<file path="src/logic/lpd_pkg.sv">
// Purpose: Constants shared by the LED PWM driver control logic
// Assumes: 100 MHz system clock, write-only two-wire register port
// Notes:   Register map, defaults, field positions and PWM timing
package lpd_pkg;

  // ----------------------------------------------------------------
  // Register map
  // ----------------------------------------------------------------
  localparam logic [7:0] REG_SHUTDOWN    = 8'h00;
  localparam logic [7:0] REG_PWM_FIRST   = 8'h01;
  localparam logic [7:0] REG_PWM_LAST    = 8'h12;
  localparam logic [7:0] REG_UPDATE      = 8'h13;
  localparam logic [7:0] REG_SCALE_FIRST = 8'h14;
  localparam logic [7:0] REG_SCALE_LAST  = 8'h25;
  localparam logic [7:0] REG_GLOBAL      = 8'h26;
  localparam logic [7:0] REG_FREQ        = 8'h27;
  localparam logic [7:0] REG_RESET       = 8'h2f;
  localparam logic [7:0] CMD_TRIGGER     = 8'h00;

  // ----------------------------------------------------------------
  // Fields and defaults
  // ----------------------------------------------------------------
  localparam int         SOFT_ON_BIT     = 0;
  localparam int         GLOBAL_OFF_BIT  = 0;
  localparam int         FREQ_SEL_BIT    = 0;
  localparam int         SCALE_W         = 6;
  localparam int         SCALE_ON_MSB    = 5;
  localparam int         SCALE_ON_LSB    = 4;
  localparam logic [7:0] PWM_DEFAULT     = 8'h00;
  localparam logic [5:0] SCALE_DEFAULT   = 6'h00;
  localparam logic       SOFT_ON_DEFAULT = 1'b0;
  localparam logic       GLOBAL_DEFAULT  = 1'b0;
  localparam logic       FREQ_DEFAULT    = 1'b0;
  localparam int         NUM_CH          = 18;

  // ----------------------------------------------------------------
  // Slave address and PWM timing
  // ----------------------------------------------------------------
  localparam logic [4:0] SLAVE_ADDR_HI   = 5'h1b;
  localparam int         CLK_HZ          = 100_000_000;
  localparam int         PWM_STEPS       = 256;
  localparam int         FREQ_FAST_HZ    = 23000;
  localparam int         FREQ_SLOW_HZ    = 3450;
  localparam int         DIV_FAST        = CLK_HZ / (FREQ_FAST_HZ * PWM_STEPS);
  localparam int         DIV_SLOW        = CLK_HZ / (FREQ_SLOW_HZ * PWM_STEPS);

  typedef enum logic [1:0] {LPD_IDLE, LPD_ADDR, LPD_REGPTR, LPD_DATA} lpd_phase_t;

endpackage

</file>
<file path="src/logic/lpd_top.sv">
// Purpose: LED PWM driver control: registers, shadow update, PWM outputs
// Assumes: Registers written only through the two-wire slave port
// Notes:   One system clock; PWM step rate is a divided enable pulse
`timescale 1ns/1ps
module lpd_top
  import lpd_pkg::*;
#(
  parameter int CH = lpd_pkg::NUM_CH
)
(
  input  wire logic            clk,
  input  wire logic            rst_b,
  input  wire logic            sclIn,
  input  wire logic            sdaIn,
  output logic                 sdaOe_b,
  input  wire logic [1:0]      addrStrap,
  input  wire logic            shutdownPin_n,
  output logic [CH-1:0]        ledChannelOutput,
  output logic [CH*6-1:0]      currentScaleCode,
  output logic                 pwmCycleStart
);
  import lpd_pkg::*;

  // ----------------------------------------------------------------
  // Elaboration checks
  // ----------------------------------------------------------------
  // The register map has room for exactly the documented channel count
  if (CH < 1 || CH > NUM_CH)
  begin : gChCheck
    $error("lpd_top: CH must lie between 1 and 18");
  end

  // ----------------------------------------------------------------
  // Helpers
  // ----------------------------------------------------------------
  function automatic logic [4:0] chanIndex(input logic [7:0] addr,
                                           input logic [7:0] base);
    logic [7:0] diff;
    diff = addr - base;
    return diff[4:0];
  endfunction

  function automatic logic inRange(input logic [7:0] addr,
                                   input logic [7:0] lo,
                                   input logic [7:0] hi);
    return (addr >= lo) && (addr <= hi);
  endfunction

  // Codes of the form 00xxxx give zero current
  function automatic logic scaleLive(input logic [5:0] code);
    return code[SCALE_ON_MSB:SCALE_ON_LSB] != 2'b00;
  endfunction

  // ----------------------------------------------------------------
  // Register port
  // ----------------------------------------------------------------
  logic       wrStrobe;
  logic [7:0] wrAddr;
  logic [7:0] wrData;
  logic       slaveOe_b;

  // Strap and shutdown pin are asynchronous, two flops each
  logic [1:0] strapS1_r, strapS2_r;
  logic       shdnS1_r, shdnS2_r;

  always_ff @(posedge clk)
  begin
    strapS1_r <= addrStrap;
    strapS2_r <= strapS1_r;
    shdnS1_r  <= shutdownPin_n;
    shdnS2_r  <= shdnS1_r;
  end

  lpd_i2c_rx uRx (
    .clk       (clk),
    .rst_b     (rst_b),
    .sclIn     (sclIn),
    .sdaIn     (sdaIn),
    .addrStrap (strapS2_r),
    .sdaOe_b   (slaveOe_b),
    .wrStrobe  (wrStrobe),
    .wrAddr    (wrAddr),
    .wrData    (wrData)
  );

  assign sdaOe_b = slaveOe_b;

  // ----------------------------------------------------------------
  // Write decode
  // ----------------------------------------------------------------
  wire       hitShutdown = wrStrobe && (wrAddr == REG_SHUTDOWN);
  wire       hitPwm      = wrStrobe && inRange(wrAddr, REG_PWM_FIRST, REG_PWM_LAST);
  wire       hitScale    = wrStrobe && inRange(wrAddr, REG_SCALE_FIRST, REG_SCALE_LAST);
  wire       hitGlobal   = wrStrobe && (wrAddr == REG_GLOBAL);
  wire       hitFreq     = wrStrobe && (wrAddr == REG_FREQ);
  wire       doUpdate    = wrStrobe && (wrAddr == REG_UPDATE)
                           && (wrData == CMD_TRIGGER);
  wire       doRegReset  = wrStrobe && (wrAddr == REG_RESET)
                           && (wrData == CMD_TRIGGER);
  wire [4:0] pwmIdx      = chanIndex(wrAddr, REG_PWM_FIRST);
  wire [4:0] scaleIdx    = chanIndex(wrAddr, REG_SCALE_FIRST);
  wire       clearAll    = !rst_b || doRegReset;

  // ----------------------------------------------------------------
  // Control registers
  // ----------------------------------------------------------------
  logic softOn_r;
  logic globalOff_r;
  logic freqSel_r;

  // Shutdown state only gates outputs, never the register writes
  always_ff @(posedge clk)
  begin
    if (clearAll)
    begin
      softOn_r    <= SOFT_ON_DEFAULT;
      globalOff_r <= GLOBAL_DEFAULT;
      freqSel_r   <= FREQ_DEFAULT;
    end
    else
    begin
      if (hitShutdown)
        softOn_r <= wrData[SOFT_ON_BIT];
      if (hitGlobal)
        globalOff_r <= wrData[GLOBAL_OFF_BIT];
      if (hitFreq)
        freqSel_r <= wrData[FREQ_SEL_BIT];
    end
  end

  // ----------------------------------------------------------------
  // Duty and scale: shadow and active copies
  // ----------------------------------------------------------------
  logic [7:0]         pwmShadow_r   [CH];
  logic [7:0]         pwmActive_r   [CH];
  logic [SCALE_W-1:0] scaleShadow_r [CH];
  logic [SCALE_W-1:0] scaleActive_r [CH];

  always_ff @(posedge clk)
  begin
    for (int i = 0; i < CH; i++)
    begin
      if (clearAll)
      begin
        pwmShadow_r[i]   <= PWM_DEFAULT;
        scaleShadow_r[i] <= SCALE_DEFAULT;
      end
      else
      begin
        if (hitPwm && pwmIdx == 5'(i))
          pwmShadow_r[i] <= wrData;
        if (hitScale && scaleIdx == 5'(i))
          scaleShadow_r[i] <= wrData[SCALE_W-1:0];
      end
    end
  end

  // Active copies change only on the update command or a reset, so a
  // multi-byte load appears on all channels at the same moment
  always_ff @(posedge clk)
  begin
    for (int i = 0; i < CH; i++)
    begin
      if (clearAll)
      begin
        pwmActive_r[i]   <= PWM_DEFAULT;
        scaleActive_r[i] <= SCALE_DEFAULT;
      end
      else if (doUpdate)
      begin
        pwmActive_r[i]   <= pwmShadow_r[i];
        scaleActive_r[i] <= scaleShadow_r[i];
      end
    end
  end

  // ----------------------------------------------------------------
  // PWM step divider and shared counter
  // ----------------------------------------------------------------
  localparam logic [7:0] DIV_FAST_M1 = 8'(DIV_FAST - 1);
  localparam logic [7:0] DIV_SLOW_M1 = 8'(DIV_SLOW - 1);

  logic [7:0] stepDiv_r;
  logic [7:0] pwmCnt_r;

  wire [7:0] divLimit = freqSel_r ? DIV_SLOW_M1 : DIV_FAST_M1;
  wire       stepEn   = (stepDiv_r >= divLimit);

  always_ff @(posedge clk)
  begin
    if (!rst_b)
      stepDiv_r <= 8'h00;
    else if (stepEn)
      stepDiv_r <= 8'h00;
    else
      stepDiv_r <= stepDiv_r + 8'h01;
  end

  // One counter for every channel keeps all rising edges aligned
  always_ff @(posedge clk)
  begin
    if (!rst_b)
      pwmCnt_r <= 8'h00;
    else if (stepEn)
      pwmCnt_r <= pwmCnt_r + 8'h01;
  end

  // ----------------------------------------------------------------
  // Output gating
  // ----------------------------------------------------------------
  // Any shutdown source or the global bit darkens every channel
  wire outputsAllowed = shdnS2_r && softOn_r && !globalOff_r;

  logic [CH-1:0]   chanOn;
  logic [CH*6-1:0] scaleOut;

  for (genvar g = 0; g < CH; g++)
  begin : gChan
    wire live = outputsAllowed && scaleLive(scaleActive_r[g]);
    assign chanOn[g] = live && (pwmCnt_r < pwmActive_r[g]);
    assign scaleOut[g*6 +: 6] = live ? scaleActive_r[g] : SCALE_DEFAULT;
  end

  // ----------------------------------------------------------------
  // Registered outputs
  // ----------------------------------------------------------------
  always_ff @(posedge clk)
  begin
    if (!rst_b)
    begin
      ledChannelOutput <= '0;
      currentScaleCode <= '0;
      pwmCycleStart    <= 1'b0;
    end
    else
    begin
      ledChannelOutput <= chanOn;
      currentScaleCode <= scaleOut;
      pwmCycleStart    <= stepEn && (pwmCnt_r == 8'hff);
    end
  end

endmodule

</file>
<file path="src/logic/lpd_i2c_rx.sv">
// Purpose: Write-only two-wire slave feeding register writes
// Assumes: SCL and SDA arrive asynchronously, strap already synchronised
// Notes:   Acknowledge pulls SDA low; no read path exists
`timescale 1ns/1ps
module lpd_i2c_rx
  import lpd_pkg::*;
(
  input  wire logic       clk,
  input  wire logic       rst_b,
  input  wire logic       sclIn,
  input  wire logic       sdaIn,
  input  wire logic [1:0] addrStrap,
  output logic            sdaOe_b,
  output logic            wrStrobe,
  output logic [7:0]      wrAddr,
  output logic [7:0]      wrData
);
  import lpd_pkg::*;

  // ----------------------------------------------------------------
  // Pin synchronisers and line events
  // ----------------------------------------------------------------
  logic       sclS1_r, sclS2_r, sclD_r;
  logic       sdaS1_r, sdaS2_r, sdaD_r;
  lpd_phase_t phase_r;
  logic [3:0] bitCnt_r;
  logic [7:0] shift_r;
  logic [7:0] ptr_r;

  always_ff @(posedge clk)
  begin
    sclS1_r <= sclIn;
    sclS2_r <= sclS1_r;
    sclD_r  <= sclS2_r;
    sdaS1_r <= sdaIn;
    sdaS2_r <= sdaS1_r;
    sdaD_r  <= sdaS2_r;
  end

  wire sclRise   = sclS2_r & ~sclD_r;
  wire sclFall   = ~sclS2_r & sclD_r;
  wire startSeen = sclS2_r & sclD_r & sdaD_r & ~sdaS2_r;
  wire stopSeen  = sclS2_r & sclD_r & ~sdaD_r & sdaS2_r;
  wire byteDone  = sclFall && (bitCnt_r == 4'h8);
  wire ackDone   = sclFall && (bitCnt_r == 4'h9);
  // Write bit must be zero; reads are never acknowledged
  wire addrMatch = (shift_r == {SLAVE_ADDR_HI, addrStrap, 1'b0});

  // ----------------------------------------------------------------
  // Byte framing, pointer and acknowledge
  // ----------------------------------------------------------------
  always_ff @(posedge clk)
  begin
    wrStrobe <= 1'b0;
    if (!rst_b || stopSeen)
    begin
      phase_r  <= LPD_IDLE;
      bitCnt_r <= 4'h0;
      sdaOe_b  <= 1'b1;
      if (!rst_b)
      begin
        shift_r <= 8'h00;
        ptr_r   <= 8'h00;
        wrAddr  <= 8'h00;
        wrData  <= 8'h00;
      end
    end
    else if (startSeen)
    begin
      phase_r  <= LPD_ADDR;
      bitCnt_r <= 4'h0;
      sdaOe_b  <= 1'b1;
    end
    else if (sclRise && phase_r != LPD_IDLE && bitCnt_r < 4'h8)
    begin
      shift_r  <= {shift_r[6:0], sdaS2_r};
      bitCnt_r <= bitCnt_r + 4'h1;
    end
    else if (byteDone)
    begin
      bitCnt_r <= 4'h9;
      case (phase_r)
        LPD_ADDR:
        begin
          phase_r <= addrMatch ? LPD_REGPTR : LPD_IDLE;
          sdaOe_b <= ~addrMatch;
        end
        LPD_REGPTR:
        begin
          ptr_r   <= shift_r;
          phase_r <= LPD_DATA;
          sdaOe_b <= 1'b0;
        end
        LPD_DATA:
        begin
          wrStrobe <= 1'b1;
          wrAddr   <= ptr_r;
          wrData   <= shift_r;
          ptr_r    <= ptr_r + 8'h01;
          sdaOe_b  <= 1'b0;
        end
        default:
        begin
          sdaOe_b <= 1'b1;
        end
      endcase
    end
    else if (ackDone)
    begin
      bitCnt_r <= 4'h0;
      sdaOe_b  <= 1'b1;
    end
  end

endmodule

</file>
<file path="config.mk">
export PLATFORM = sky130hd
export DESIGN_NAME = lpd_top
export DESIGN_NICKNAME = d
export VERILOG_FILES = /design/src/logic/lpd_pkg.sv /design/src/logic/lpd_top.sv /design/src/logic/lpd_i2c_rx.sv
export SDC_FILE = /design/constraint.sdc
export NUM_CORES = 1
export LEC_CHECK = 0
export BUFFER_PORTS_ARGS = -buffer_cell sky130_fd_sc_hd__buf_2
export CAP_MARGIN = 20
export CORE_ASPECT_RATIO = 0.7
export CORE_UTILIZATION = 40
export DETAILED_ROUTE_END_ITERATION = 8
export HOLD_SLACK_MARGIN = 0.02
export MAX_ROUTING_LAYER = met4
export PLACE_DENSITY = 0.61
export SYNTH_ARGS = -nofsm -noshare
export SYNTH_HDL_FRONTEND = slang
export SYNTH_SLANG_ARGS = --single-unit
export TNS_END_PERCENT = 10
</file>
<file path="constraint.sdc">
create_clock -name clk -period 10.3 [get_ports clk]
set_input_delay 0.515 -clock clk [delete_from_list [all_inputs] [get_ports clk]]
set_output_delay 0.515 -clock clk [all_outputs]
set_load 0.01 [all_outputs]
</file>
==> results.json <==
{
  "avgViaCountPerCell": 4.80,
  "cpMaxStageDelayCell": "nand4_1",
  "grt-ovfl-total": 0,
  "ys_ff_latch": 702,
  "grt_usage_pct": 17.6,
  "worstPathCellList": "nand4_1 -> o31a_1 -> nand2_4 -> buf_12",
  "clk_pin_slew_worst_paths_ns": 0.06,
  "p_int_mw": 4.63,
  "powerDensity_nw_per_um2": 180,
  "cts_buffer_depth": 3,
  "rsz0062_at_grt": "no",
  "cts_buffers": 69,
  "grt_pass1_vias": 15700,
  "fin_worst_skew_ns": 0.0170,
  "dieArea_um2": 72300,
  "syn2layout_area_growth_pct": 13.9,
  "vias": 16100,
  "numClockSinks": 702,
  "cts_resized": 0,
  "max_cap_viol_count": 0,
  "required_ns": 10.52,
  "syn_nets": 2325,
  "worstHoldStart": "uRx.sclS1_r$_DFF_P_",
  "synth_warnings": 0,
  "pin_count": 135,
  "wl_per_cell_um": 18.3,
  "status": "finished clean",
  "htreeDepth": 3,
  "tns_ns": 0,
  "ys_seq_area_share_pct": 68.1,
  "crit_start": "uRx.wrAddr[2]$_SDFFCE_PP0P_",
  "syn_avg_cell_area_um2": 13.1,
  "worstPathArrival_ns": 4.17,
  "min_period_ns": 3.94,
  "crit_fanout": 180,
  "timing.final.crit_share_pct": 38.3,
  "dp_hpwl_um": 39900,
  "max-slew-margin-rel_pct": 27.4,
  "worstMarginPinSlew_ns": 1.08,
  "synthesis.area_um2": 28500,
  "cp_top_family": "simple AND/OR/NAND/NOR gates",
  "grt_pass1_wl_um": 91800,
  "cp-start-kind": "flop",
  "clk_latency_ns": 0.61,
  "seqPwrFrac_pct": 54.8,
  "r2r_start": "uRx.wrAddr[2]$_SDFFCE_PP0P_",
  "hp-class": "reg -> reg",
  "die_h_um": 225,
  "hold_viol_final": 0,
  "finalSetupViolations": 0,
  "synth-main-ff-cell": "edfxtp_1",
  "end_kind": "flop",
  "slew_viol_final": 0,
  "drt_pass1_iterations": 5,
  "die_x_um": 321,
  "row_count": 81,
  "antenna_found_initial": 2,
  "syn-instance-count": 2175,
  "p_sw_share_pct": 20.6,
  "cpPeakStageDelay_ns": 0.76,
  "power_frac_comb_pct": 2.3,
  "drt_wl_total_um": 61100,
  "drc": 0,
  "p_leak_nw": 12.8,
  "nets": 2480,
  "synth.distinct_cells": 51,
  "initial_utilization_pct": 40.6,
  "finalPower_mw": 5.83,
  "drtAntennaViolNets": 0,
  "synth_edf_count": 536,
  "layout-drive-gt1-share_pct": 12.1,
  "root_buffer": "clkbuf_16",
  "cp_num_buf_inv": 1,
  "grt_max_degree": 181,
  "cts_tree": "built",
  "ir_drop_mv": 0.111,
  "portBuffers": 134,
  "whs_ns": 0.325,
  "gp_congestion": 0.842,
  "fmax_mhz": 254,
  "path_class": "reg -> reg",
  "p_switching_mw": 1.20,
  "core_um2": 70100,
  "pwr-share-clk_pct": 42.9,
  "async_flop_share_pct": 0,
  "drt_first_iter_violations": 1187
}
per-stage QoR:
step	worst slack, ns	instance area (um^2)	cells	utilization (%)
floorplan	2.55	28500	2175	-
global placement	6.51	30100	3198	42.9
detailed placement	6.41	30100	3199	42.9
CTS	6.39	32400	3332	46.2
global route	6.11	32400	3342	46.3
finish	6.36	32500	3344	46.3
worst register-to-register path, delay by kind of cell (launching register included):
kind | cells | cell delay, ns
compound gates | 1 | 0.62
simple gates | 2 | 1.49
buf+inv | 1 | 0.75
flops | 1 | 0.51
cell usage in the layout, fill, tap and decap left out, types with 22 or more instances in the layout:
cell type	instances
a21o_1	37
a21oi_1	47
and2_1	438
buf_2	141
clkbuf_16	75
dfxtp_1	159
edfxtp_1	536
ha_1	143
inv_1	154
nand2_1	57
nand2b_1	23
nand3_1	22
nand4_1	22
nor2_1	237
nor2b_1	22
o21ai_0	61
cell usage after synthesis (all sizes together), types with 3 or more instances:
library cell	n	share of area (%)
mux2i	6	0.21
a31oi	4	0.088
or4	3	0.079
edfxtp	536	56
or3	7	0.17
o31ai	3	0.13
clkbuf	58	0.77
nor2b	22	0.48
xor2	11	0.34
inv	154	2.0
nor3	4	0.070
nand3	22	0.39
nor2	238	3.2
a21oi	47	0.83
nand2b	23	0.50
nand4b	4	0.12
or2	4	0.088
a21o	37	0.97
and2	438	9.6
nand2	58	0.76
ha	143	6.3
o2111a	18	0.71
and3	4	0.088
buf	28	0.92
a211oi	8	0.21
nand4	22	0.48
nor4	5	0.13
o21a	18	0.47
or3b	3	0.10
xnor2	7	0.22
o21ai	64	1.1
dfxtp	166	12
cell families after synthesis:
kind of cell    Yosys count  share of synthesized area [%]
simple gates            863                           16.5
flops                   702                           68.1
buf+inv                 240                           3.72
compound gates          203                           4.65
fa+ha+maj               143                           6.28
xor+xnor                 18                          0.553
mux                       6                          0.211
state kept, by name, summed over array words and instances (netlist names), 4 cells and up:
register,flops
pwmActive_r,144
pwmShadow_r,144
currentScaleCode,108
scaleActive_r,108
scaleShadow_r,108
ledChannelOutput,18
pwmCnt_r,8
stepDiv_r,8
uRx.ptr_r,8
uRx.shift_r,8
uRx.wrAddr,8
uRx.wrData,8
uRx.bitCnt_r,4
area by class of cell:
class | count | area (um^2)
diodes | 3 | 7.51
clock buffers | 97 | 2030
clock inverters | 31 | 230
fillers | 6261 | 37700
inverters | 154 | 578
multi-input cells | 1233 | 8030
flip-flops and latches | 702 | 19400
well taps | 954 | 1190
repair buffers | 170 | 958
final timing paths:
kind                                            to  depth (start not counted)  slack, ns
hold / removal                 uRx.sclS2_r$_DFF_P_                          0       0.33
setup / recovery  pwmActive_r[13][1]$_SDFFCE_PN0P_                          4       6.36
hold reg to reg                uRx.sclS2_r$_DFF_P_                          0       0.33
setup reg to reg  pwmActive_r[13][1]$_SDFFCE_PN0P_                          4       6.36
power groups by stage:
stage | combinational [mW] | sequential (mW) | clock [mW]
final | 0.136 | 3.19 | 2.50
after CTS | 0.136 | 3.19 | 2.56
after detailed placement | 0.133 | 3.25 | 0
after global routing | 0.152 | 3.20 | 2.68
after floorplan | 0.0948 | 3.24 | 0
after global placement | 0.126 | 3.25 | 0
per-layer routing:
metal / GRT usage [%] / routed length [um] / up-vias
met5: - / 0 / -
met4: 5.81 / 1660 / 0
met3: 3.57 / 3660 / 99
met2: 26.7 / 27700 / 394
met1: 23.5 / 28000 / 7781
li1: - / - / 7783
what timing repair did:
action,4_1_cts,5_1_grt
hold endpoints to repair,5,0
hold buffers,5,0
setup buffers,0,0
Note: power is estimated with default switching activity, not from simulation.
